==> src/logic/cmc_map.svh <==
// Purpose: Offsets, field positions, reset values and counts of the macrocell array
// Assumes: Included by its bare name from the top design module only
// Notes:   Byte addresses on a 32-bit APB bus, one aligned word per register
`ifndef CMC_MAP_SVH
`define CMC_MAP_SVH

// ----------------------------------------
// Sizes
// ----------------------------------------
`define CELL_COUNT      8
`define PT_PER_CELL     8
`define PT_COUNT        64
`define DED_INPUTS      8
`define ARRAY_INPUTS    16
`define ARRAY_COLUMNS   32
`define SYNC_WIDTH      18

// ----------------------------------------
// Register offsets
// ----------------------------------------
`define ADDR_CTRL       12'h000
`define ADDR_CELLCFG    12'h004
`define ADDR_STATUS     12'h008
`define ADDR_FUSE_BASE  12'h100
`define ADDR_FUSE_LAST  12'h1fc

// ----------------------------------------
// Control fields and reset value
// ----------------------------------------
`define CTRL_MODE_LSB   0
`define CTRL_MODE_MSB   1
`define CTRL_SLEEP_EN   2
`define CTRL_RUN        3
`define CTRL_RESET      32'h0000_0000
`define CELLCFG_RESET   24'h00_0000
`define CELLCFG_STRIDE  3

// ----------------------------------------
// Status fields
// ----------------------------------------
`define STAT_OUT_LSB    0
`define STAT_OE_LSB     8
`define STAT_Q_LSB      16
`define STAT_ASLEEP     24

// ----------------------------------------
// Pin positions
// ----------------------------------------
`define SLEEP_IDX       2

`endif

==> src/logic/cmc_pkg.sv <==
// Purpose: Types shared by the macrocell array modules
// Assumes: cmc_map.svh holds the numbers
// Notes:   Mode codes follow a Gray walk registered, complex, simple
package cmc_pkg;

    typedef enum logic [1:0] {
        DEV_REGISTERED = 2'b00,
        DEV_COMPLEX    = 2'b01,
        DEV_SIMPLE     = 2'b11
    } dev_mode_t;

    typedef enum logic [1:0] {
        CELL_REGISTERED = 2'b00,
        CELL_COMB       = 2'b01,
        CELL_INPUT      = 2'b11
    } cell_mode_t;

endpackage : cmc_pkg

==> src/logic/pin_sync.sv <==
// Purpose: Two-stage synchroniser for pin inputs
// Assumes: Inputs are asynchronous to clk
// Notes:   The first stage feeds only the second stage
`timescale 1ns/100ps
module pin_sync #(
    parameter int WIDTH = 18
) (
    input  wire logic             clk,
    input  wire logic             sys_rst,
    input  wire logic [WIDTH-1:0] async_in,
    output logic      [WIDTH-1:0] sync_ff
);
    logic [WIDTH-1:0] meta_ff;

    always_ff @(posedge clk) begin
        if (sys_rst) begin
            meta_ff <= '0;
            sync_ff <= '0;
        end else begin
            meta_ff <= async_in;
            sync_ff <= meta_ff;
        end
    end
endmodule : pin_sync

==> src/logic/macrocell_slice.sv <==
// Purpose: One output macrocell: sum term, register, polarity, output enable
// Assumes: Product terms and pin levels arrive already synchronised
// Notes:   All outputs are registers; frozen holds every one of them
`timescale 1ns/100ps
module macrocell_slice
    import cmc_pkg::*;
#(
    parameter bit OUTER  = 1'b0,
    parameter bit CENTER = 1'b0
) (
    input  wire logic        clk,
    input  wire logic        sys_rst,
    input  wire logic [7:0]  pt,
    input  cmc_pkg::dev_mode_t  dev_mode,
    input  cmc_pkg::cell_mode_t cell_mode,
    input  wire logic        polarity,
    input  wire logic        oe_n_s,
    input  wire logic        clk_rise,
    input  wire logic        frozen,
    input  wire logic        active,
    output logic             pin_o_ff,
    output logic             pin_oe_ff,
    output logic             q_ff
);
    import cmc_pkg::*;

    // ----------------------------------------
    // Decode
    // ----------------------------------------
    wire use_reg   = (dev_mode == DEV_REGISTERED) && (cell_mode == CELL_REGISTERED);
    wire force_out = ((dev_mode == DEV_SIMPLE) && CENTER)
                   || ((dev_mode == DEV_COMPLEX) && OUTER);
    wire is_input  = (cell_mode == CELL_INPUT) && !force_out;
    wire pt_oe     = (dev_mode != DEV_SIMPLE);
    wire sum_all   = |pt;
    wire sum_seven = |pt[7:1];
    wire comb_val  = (pt_oe ? sum_seven : sum_all) ^ polarity;

    // Register only steps on a common clock pin edge
    wire nxt_q  = (use_reg && clk_rise) ? sum_all : q_ff;
    // Registered pins show the inverted register, so a cleared register reads high
    wire nxt_o  = use_reg ? ~nxt_q : comb_val;
    wire nxt_oe = (!active || is_input) ? 1'b0 :
                  use_reg  ? ~oe_n_s :
                  pt_oe    ? pt[0]   : 1'b1;

    // ----------------------------------------
    // State
    // ----------------------------------------
    always_ff @(posedge clk) begin
        if (sys_rst) begin
            q_ff      <= 1'b0;
            pin_o_ff  <= 1'b1;
            pin_oe_ff <= 1'b0;
        end else if (!frozen) begin
            q_ff      <= nxt_q;
            pin_o_ff  <= nxt_o;
            pin_oe_ff <= nxt_oe;
        end
    end
endmodule : macrocell_slice

==> src/logic/configurable_macrocell_array.sv <==
// What this block does
// - Registered mode: registered cells clock on clock pin, enable from active-low OE pin
// - Registered mode: registered cell sum is OR of eight product terms
// - Registered mode: combinatorial cell uses one term for enable, seven for sum
// - A cell configured as input never drives its pin, except outermost cells in complex mode and center cells in simple mode
// - Registered mode: each cell selects registered, combinatorial or input
// - Registered mode: clock and OE pins never reach the array
// - Complex mode: clock and OE pins enter via outermost cells' feedback slots
// - Complex mode: outermost cells are outputs only; inner six feed pins back
// - Complex mode: seven terms form the sum, one term drives enable
// - Simple mode: eight-term sum, no term enable, clock and OE pins are inputs
// - Simple mode: center cells always driven combinatorial outputs, no feedback
// - Simple mode: pin feedback uses the neighbouring cell's slot
// - Simple mode: other cells select input or combinatorial output with feedback
// - With sleep enabled, the sleep pin never feeds the array
// - Reset clears all registers except the pin output registers, which load high so every pin reads high
// - While asleep, outputs and state freeze and inputs are ignored
//
// Purpose: Eight-macrocell programmable array with APB configuration
// Assumes: Pins are asynchronous and pass two flip-flops; the bench resolves io wires
// Notes:   Configuration locks while run is set; pin edges are seen two to three cycles late
//
// The address map and the APB register port were chosen for this implementation.
`timescale 1ns/100ps
`include "cmc_map.svh"
module configurable_macrocell_array (
    input  wire logic        clk,
    input  wire logic        sys_rst,
    input  wire logic        psel,
    input  wire logic        penable,
    input  wire logic        pwrite,
    input  wire logic [11:0] paddr,
    input  wire logic [31:0] pwdata,
    output logic      [31:0] prdata,
    output logic             pready,
    output logic             pslverr,
    input  wire logic        clk_pin,
    input  wire logic        oe_n_pin,
    input  wire logic [7:0]  in_pin,
    input  wire logic [7:0]  io_i,
    output logic      [7:0]  io_o,
    output logic      [7:0]  io_oe
);
    import cmc_pkg::*;

    // ----------------------------------------
    // Helpers
    // ----------------------------------------
    function automatic cell_mode_t cell_mode_of(input logic [23:0] cfg, input int idx);
        logic [1:0] code;
        code = cfg[idx*`CELLCFG_STRIDE +: 2];
        return cell_mode_t'(code);
    endfunction : cell_mode_of

    // ----------------------------------------
    // Registers
    // ----------------------------------------
    logic [1:0]  mode_ff;
    logic        sleep_en_ff;
    logic        run_ff;
    logic [23:0] cellcfg_ff;
    logic [31:0] fuse_ff [`PT_COUNT];
    logic [31:0] rdata_ff;
    logic        ready_ff;
    logic        err_ff;
    logic        asleep_ff;
    logic        clk_prev_ff;
    logic [`ARRAY_INPUTS-1:0] array_in_ff;

    dev_mode_t   dev_mode;
    assign dev_mode = dev_mode_t'(mode_ff);

    // ----------------------------------------
    // Pin synchronisers
    // ----------------------------------------
    logic [`SYNC_WIDTH-1:0] pins_s;

    pin_sync #(
        .WIDTH (`SYNC_WIDTH)
    ) u_sync (
        .clk      (clk),
        .sys_rst  (sys_rst),
        .async_in ({clk_pin, oe_n_pin, in_pin, io_i}),
        .sync_ff  (pins_s)
    );

    // Bit order follows the concatenation into the synchroniser
    wire       clk_s       = pins_s[17];
    wire       oe_n_s      = pins_s[16];
    wire [7:0] in_s        = pins_s[15:8];
    wire [7:0] io_s        = pins_s[7:0];
    wire       sleep_pin_s = in_s[`SLEEP_IDX];

    // Sleep acts only when the option is on; the pin then carries no logic
    wire       nxt_asleep  = sleep_en_ff && sleep_pin_s;
    wire       frozen      = asleep_ff;
    wire       clk_rise    = clk_s && !clk_prev_ff;

    // ----------------------------------------
    // APB decode
    // ----------------------------------------
    // One cycle from setup to answer: zero wait states, reads sample the setup cycle
    wire        setup     = psel && !penable;
    wire        access    = psel && penable && ready_ff;
    wire        hit_ctrl  = (paddr == `ADDR_CTRL);
    wire        hit_cell  = (paddr == `ADDR_CELLCFG);
    wire        hit_stat  = (paddr == `ADDR_STATUS);
    wire        hit_fuse  = (paddr >= `ADDR_FUSE_BASE) && (paddr <= `ADDR_FUSE_LAST)
                            && (paddr[1:0] == 2'b00);
    wire [5:0]  fuse_idx  = paddr[7:2];
    wire        mapped    = hit_ctrl || hit_cell || hit_stat || hit_fuse;
    // Locked configuration: only the run bit may change while running
    wire        locked_wr = pwrite && run_ff && (hit_cell || hit_fuse);
    wire        bad_wr    = pwrite && hit_stat;
    wire        nxt_err   = !mapped || locked_wr || bad_wr;
    wire        wr_ok     = access && pwrite && !err_ff;

    wire [31:0] ctrl_word = {28'h000_0000, run_ff, sleep_en_ff, mode_ff};
    wire [31:0] stat_word;
    logic [7:0] out_bits;
    logic [7:0] oe_bits;
    logic [7:0] q_bits;
    assign stat_word = {7'h00, asleep_ff, q_bits, oe_bits, out_bits};

    wire [31:0] nxt_rdata = (!psel || pwrite) ? 32'h0000_0000 :
                            hit_ctrl ? ctrl_word :
                            hit_cell ? {8'h00, cellcfg_ff} :
                            hit_stat ? stat_word :
                            hit_fuse ? fuse_ff[fuse_idx] : 32'h0000_0000;

    // ----------------------------------------
    // Bus answer
    // ----------------------------------------
    always_ff @(posedge clk) begin
        if (sys_rst) begin
            ready_ff <= 1'b0;
            err_ff   <= 1'b0;
            rdata_ff <= 32'h0000_0000;
        end else begin
            ready_ff <= setup;
            err_ff   <= setup && nxt_err;
            rdata_ff <= setup ? nxt_rdata : 32'h0000_0000;
        end
    end

    assign prdata  = rdata_ff;
    assign pready  = ready_ff;
    assign pslverr = err_ff;

    // ----------------------------------------
    // Configuration registers
    // ----------------------------------------
    wire [1:0] nxt_mode = (wr_ok && hit_ctrl && !run_ff) ?
                          pwdata[`CTRL_MODE_MSB:`CTRL_MODE_LSB] : mode_ff;
    wire nxt_sleep_en   = (wr_ok && hit_ctrl && !run_ff) ? pwdata[`CTRL_SLEEP_EN] : sleep_en_ff;
    wire nxt_run        = (wr_ok && hit_ctrl) ? pwdata[`CTRL_RUN] : run_ff;
    wire [23:0] nxt_cellcfg = (wr_ok && hit_cell) ? pwdata[23:0] : cellcfg_ff;
    // Reset image of the control word, split into its fields below
    wire [31:0] ctrl_rst    = `CTRL_RESET;

    always_ff @(posedge clk) begin
        if (sys_rst) begin
            mode_ff     <= ctrl_rst[`CTRL_MODE_MSB:`CTRL_MODE_LSB];
            sleep_en_ff <= ctrl_rst[`CTRL_SLEEP_EN];
            run_ff      <= ctrl_rst[`CTRL_RUN];
            cellcfg_ff  <= `CELLCFG_RESET;
        end else begin
            mode_ff     <= nxt_mode;
            sleep_en_ff <= nxt_sleep_en;
            run_ff      <= nxt_run;
            cellcfg_ff  <= nxt_cellcfg;
        end
    end

    // Fuse words: one per product term, two columns per array input
    genvar gf;
    generate
        for (gf = 0; gf < `PT_COUNT; gf++) begin : g_fuse
            wire fuse_we = wr_ok && hit_fuse && (fuse_idx == 6'(gf));
            always_ff @(posedge clk) begin
                if (sys_rst) begin
                    fuse_ff[gf] <= 32'h0000_0000;
                end else if (fuse_we) begin
                    fuse_ff[gf] <= pwdata;
                end
            end
        end
    endgenerate

    // ----------------------------------------
    // Sleep and clock pin edge
    // ----------------------------------------
    always_ff @(posedge clk) begin
        if (sys_rst) begin
            asleep_ff   <= 1'b0;
            clk_prev_ff <= 1'b0;
        end else begin
            asleep_ff   <= nxt_asleep;
            // Edge history frozen too, so a clock pin rise during sleep counts as an edge on waking
            clk_prev_ff <= frozen ? clk_prev_ff : clk_s;
        end
    end

    // ----------------------------------------
    // Array inputs and feedback routing
    // ----------------------------------------
    logic [`DED_INPUTS-1:0] nxt_ded;
    logic [7:0]             nxt_fb;

    always_comb begin
        nxt_ded = in_s;
        if (sleep_en_ff) begin
            nxt_ded[`SLEEP_IDX] = 1'b0;
        end
    end

    genvar gb;
    generate
        for (gb = 0; gb < `CELL_COUNT; gb++) begin : g_fb
            cell_mode_t cm;
            assign cm = cell_mode_of(cellcfg_ff, gb);
            // Registered cells feed back their register, others their pin
            wire reg_fb = (cm == CELL_REGISTERED) ? q_bits[gb] : io_s[gb];
            wire cpx_fb = (gb == 0) ? oe_n_s :
                          (gb == 7) ? clk_s  : io_s[gb];
            // Outer pins shift one slot inward; center pins lose theirs
            wire smp_fb = (gb == 0) ? oe_n_s :
                          (gb == 7) ? clk_s  :
                          (gb < 4)  ? io_s[(gb + 7) % 8] : io_s[(gb + 1) % 8];
            // Code 10 is not a mode of its own; it routes as registered
            always_comb begin
                unique case (dev_mode)
                    DEV_REGISTERED: nxt_fb[gb] = reg_fb;
                    DEV_COMPLEX:    nxt_fb[gb] = cpx_fb;
                    DEV_SIMPLE:     nxt_fb[gb] = smp_fb;
                    default:        nxt_fb[gb] = reg_fb;
                endcase
            end
        end
    endgenerate

    // Inputs are sampled only while awake, so the array sees nothing new asleep
    always_ff @(posedge clk) begin
        if (sys_rst) begin
            array_in_ff <= '0;
        end else if (!frozen) begin
            array_in_ff <= {nxt_fb, nxt_ded};
        end
    end

    // ----------------------------------------
    // AND-array
    // ----------------------------------------
    logic [`ARRAY_COLUMNS-1:0] lits;
    logic [`PT_COUNT-1:0]      pt;

    genvar gl;
    generate
        for (gl = 0; gl < `ARRAY_INPUTS; gl++) begin : g_lit
            assign lits[2*gl]   = array_in_ff[gl];
            assign lits[2*gl+1] = ~array_in_ff[gl];
        end
        // A term with no connected column is off, as an unused term should be
        for (gl = 0; gl < `PT_COUNT; gl++) begin : g_pt
            assign pt[gl] = (|fuse_ff[gl]) && (&(lits | ~fuse_ff[gl]));
        end
    endgenerate

    // ----------------------------------------
    // Macrocells
    // ----------------------------------------
    // Cell outputs are flip-flops already, so the pins need no extra stage
    genvar gc;
    generate
        for (gc = 0; gc < `CELL_COUNT; gc++) begin : g_cell
            macrocell_slice #(
                .OUTER  ((gc == 0) || (gc == 7)),
                .CENTER ((gc == 3) || (gc == 4))
            ) u_cell (
                .clk       (clk),
                .sys_rst   (sys_rst),
                .pt        (pt[gc*`PT_PER_CELL +: `PT_PER_CELL]),
                .dev_mode  (dev_mode),
                .cell_mode (cell_mode_of(cellcfg_ff, gc)),
                .polarity  (cellcfg_ff[gc*`CELLCFG_STRIDE + 2]),
                .oe_n_s    (oe_n_s),
                .clk_rise  (clk_rise),
                .frozen    (frozen),
                .active    (run_ff),
                .pin_o_ff  (out_bits[gc]),
                .pin_oe_ff (oe_bits[gc]),
                .q_ff      (q_bits[gc])
            );
        end
    endgenerate

    // ----------------------------------------
    // Outputs
    // ----------------------------------------
    assign io_o  = out_bits;
    assign io_oe = oe_bits;

endmodule : configurable_macrocell_array

==> config.mk <==
export PLATFORM = sky130hd
export DESIGN_NAME = configurable_macrocell_array
export DESIGN_NICKNAME = d
export VERILOG_FILES = /design/src/logic/cmc_pkg.sv /design/src/logic/pin_sync.sv /design/src/logic/macrocell_slice.sv /design/src/logic/configurable_macrocell_array.sv
export VERILOG_INCLUDE_DIRS = /design/src /design/src/logic
export SDC_FILE = /design/constraint.sdc
export NUM_CORES = 2
export LEC_CHECK = 0
export BUFFER_PORTS_ARGS = -buffer_cell sky130_fd_sc_hd__buf_2
export CORE_MARGIN = 2
export CORE_UTILIZATION = 30
export DETAILED_ROUTE_END_ITERATION = 10
export PLACE_DENSITY = 0.52
export SLEW_MARGIN = 20
export SYNTH_ARGS = -nofsm -noshare
export SYNTH_HDL_FRONTEND = slang
export SYNTH_SLANG_ARGS = --single-unit
==> constraint.sdc <==
create_clock -name clk -period 4.5 [get_ports clk]
set_input_delay 0.225 -clock clk [delete_from_list [all_inputs] [get_ports clk]]
set_output_delay 0.225 -clock clk [all_outputs]
set_load 0.05 [all_outputs]
==> flow_metrics.py <==
metrics = {
    "clock_network": {
        "cts-root-to-sink-buffers": 4,
        "clock-root-buffer": "clkbuf_16",
        "sink_count_of_the_clock_tree": 2188,
        "cts.htree.levels": 5,
        "cts_tree": "yes",
        "cts_made_buffers": 265,
        "post_cts_resize_count": 0,
        "clk_latency_ns": 0.93,
        "clk_transition_reported_paths_ns": 0.06,
    },
    "run_status": {
        "outcome": "completed",
    },
    "grt": {
        "groute.layer.met2.usage_pct": 41.0,
        "grt_pass1_vias": 79484,
        "globalRoute.totalOverflow": 0,
        "grt_util_met1_pct": 34.5,
        "grt_util_met3_pct": 5.13,
        "grt-busiest-layer": "met2",
        "grt_antenna_before_repair": 107,
        "grt.total_usage_pct": 26.2,
        "grt_start_max_net_pins": 65,
        "grt_pass1_wl_mm": 708,
    },
    "synthesis": {
        "number_of_enable_type_register_cells_in_the_synthesized_netlist": 2048,
        "synthDistinctLibCells": 58,
        "synth-seq-cells": 2188,
        "ys_top_cells_by_area": "edfxtp_1, mux4_2, and2_1",
        "sequential_cell_area_fraction_in_the_yosys_report_pct": 55.5,
        "syn_area_um2": 116000,
        "ys_async_sr_fraction_pct": 0,
        "synth_top_flop_cell": "edfxtp_1",
        "synth-warning-count": 0,
        "synth_area_per_cell_um2": 13.7,
        "netlist.area_leader.share_pct": 53.1,
        "synth.net_count": 8515,
        "cell_taking_the_most_area_after_synthesis": "edfxtp_1",
        "netlist_instances": 8448,
    },
    "placement": {
        "gpl.final_weighted_congestion": 0.997,
        "dp_hpwl_mm": 381,
        "io_buffers": 116,
        "place_area_um2": 124000,
    },
    "sta": {
        "number_of_setup_violations_in_the_final_report": 0,
        "final.min_clock_period_ns": 3.73,
        "report.final.hold_viol_count": 0,
        "timing.setup.tns_ns": 0,
        "maxClockFrequency_mhz": 268,
        "drv_slew": 0,
        "rsz0062_at_grt": "no",
        "min_period_over_period_pct": 82.9,
        "fin_skew_ns": 0.0646,
        "max-slew-margin-rel_pct": 17.2,
        "worst_slew_pin_slew_ns": 1.24,
    },
    "drt": {
        "firstDrtPassIters": 6,
        "count_of_unresolved_drc_violations_after_routing": 0,
        "ant_nets": 0,
        "drtIter0Drc": 13113,
        "avgViaCountPerCell": 5.93,
        "num_vias": 81925,
        "routedWlPerCell_um": 37.9,
        "wl_mm": 524,
    },
    "critical_path": {
        "critical_path_required_ns": 5.31,
        "critical_path_end_type": "flop",
        "wp_data_arrival_ns": 4.54,
        "cp-start-kind": "flop",
        "crit_path_max_fanout": 23,
        "timing.reg2reg.worst_path_depth": 11,
        "path_class": "reg2reg",
        "rrSetupSlack_ns": 0.77,
    },
    "power_and_ir_drop": {
        "power_switching_share_pct": 25.8,
        "vdd_drop_max_mv": 0.274,
        "power.clock.fraction_pct": 44.3,
        "static-leakage-power_nw": 45.0,
        "sequentialPowerShare_pct": 46.8,
        "net-switching-power_w": 0.0128,
        "internal_cell_power_w": 0.0370,
        "power.density_cell_area_nw_per_um2": 374,
        "comb_power_share_pct": 8.9,
        "overall_power_w": 0.0499,
    },
    "layout": {
        "layout_area_overhead_pct": 15.1,
        "post-route-cell-area_um2": 133000,
        "n_fill_cell": 36993,
        "number_of_nets_at_the_end_of_the_flow": 8551,
        "layout-drive-gt1-share_pct": 19.4,
    },
    "floorplan": {
        "starting_density_of_the_core_pct": 30.1,
        "fp-row-count": 228,
        "core_region_area_um2": 385000,
        "floorplan.io_pins": 117,
        "overall_die_area_um2": 391000,
        "die_boundary_width_um": 625,
        "chipHeight_um": 625,
    },
    "run": {
        "max-cap-violations": 0,
    },
    "hold_path": {
        "timing.hold.worst.class": "in2reg",
        "hold_depth": 2,
    },
}
state kept, by name (all words and copies together), names as in the netlist, 2 cells and up:
register,flops
cellcfg_ff,24
u_sync.sync_ff,18
fuse_ff,2048
array_in_ff,16
g_cell.u_cell.pin_oe_ff,8
dev_mode,2
g_cell.u_cell.pin_o_ff,8
u_sync.meta_ff,18
g_cell.u_cell.q_ff,8
prdata,32
cells in the final DEF (no fill, tap or decap), types with 61 or more instances in the layout:
master	netlist	routed
a21oi_1	97	97
and2_1	2054	2054
buf_12	0	65
buf_2	133	79
buf_4	37	340
clkbuf_16	0	273
dfxtp_1	140	123
diode_2	0	70
edfxtp_1	2048	2048
mux2i_1	997	997
mux4_2	672	672
nand2_1	153	152
nand4_1	364	364
nor2_1	154	118
nor4_1	556	556
o21ai_0	64	61
what timing repair did:
action | in CTS | in global routing
buffers inserted | 0 | 0
hold buffers | 46 | 0
setup endpoints to repair | 0 | 0
hold endpoints to repair | 178 | 0
critical path: stages (launching register included):
cell and delay [ns]:
dfxtp_4 0.86, buf_4 0.42, buf_4 0.22, mux2i_1 0.29
nand4_1 0.15, nor4_1 0.27, o21ai_0 0.43, o2111ai_1 0.34
buf_4 0.19, nor4_1 0.06, o32ai_1 0.30, a21oi_1 0.07
synth_stat cells (all sizes together), types with 11 or more instances:
| master | number |
|---|---|
| a211oi | 13 |
| a21oi | 97 |
| a221oi | 11 |
| and2 | 2054 |
| buf | 243 |
| clkbuf | 523 |
| dfxtp | 140 |
| edfxtp | 2048 |
| inv | 23 |
| mux2i | 997 |
| mux4 | 672 |
| nand2 | 153 |
| nand2b | 23 |
| nand3 | 20 |
| nand4 | 364 |
| nor2 | 154 |
| nor2b | 56 |
| nor3 | 39 |
| nor4 | 556 |
| o211ai | 19 |
| o21ai | 64 |
| o21bai | 65 |
| or4 | 13 |
routing by layer:
layer | up-vias | wire [um]
li1 | 32700 | -
met1 | 42626 | 205000
met2 | 5490 | 237000
met3 | 1081 | 49900
met4 | 28 | 32200
met5 | - | 176
final cells by class:
type                    instances  area, um2  area share, %
clock inverters               151       1580           1.18
multi-input cells            5470      48900           36.7
flip-flops and latches       2188      64400           48.3
diodes                         70        175          0.131
inverters                      24       90.1         0.0676
clock buffers                 323       7090           5.32
well taps                    5060       6330           4.75
repair buffers                535       4780           3.58
power groups by stage:
stage | Combinational (W) | Sequential, W | Clock (W)
detailed placement | 0.00433 | 0.0237 | 0
CTS | 0.00437 | 0.0233 | 0.0223
global placement | 0.00433 | 0.0237 | 0
global route | 0.00449 | 0.0233 | 0.0230
finish | 0.00446 | 0.0233 | 0.0221
floorplan | 0.00221 | 0.0234 | 0
metrics by stage:
step | instances | setup slack (ns) | hold WS [ns] | util, %
after floorplan | 8448 | 0.801 | 0.353 | -
after global placement | 13231 | 0.779 | 0.437 | 32.2
after detailed placement | 13231 | 0.839 | 0.434 | 32.2
after CTS | 13751 | 0.803 | 0.00278 | 34.6
after global routing | 13757 | 0.676 | 0.0493 | 34.6
final | 13821 | 0.769 | 0.0363 | 34.6
logic make-up after synthesis:
| kind of cell | count (synthesis) | synth area share [%] |
|---|---|---|
| muxes | 1678 | 21.8 |
| AOI/OAI and AO/OA | 342 | 1.93 |
| and+or+nand+nor | 3442 | 17.9 |
| xor gates and xnor gates | 8 | 0.0605 |
| buffers and inverters | 790 | 2.84 |
| DFF | 2188 | 55.5 |
worst paths after layout:
| check | startpoint | end |
|---|---|---|
| max | array_in_ff[13] | g_cell[1].u_cell.pin_o_ff |
| min | pwdata[22] | fuse_ff[54][22] |
| max reg2reg | array_in_ff[13] | g_cell[1].u_cell.pin_o_ff |
| min reg2reg | u_sync.meta_ff[16] | u_sync.sync_ff[16] |
Note: power is estimated with default switching activity, not from simulation.
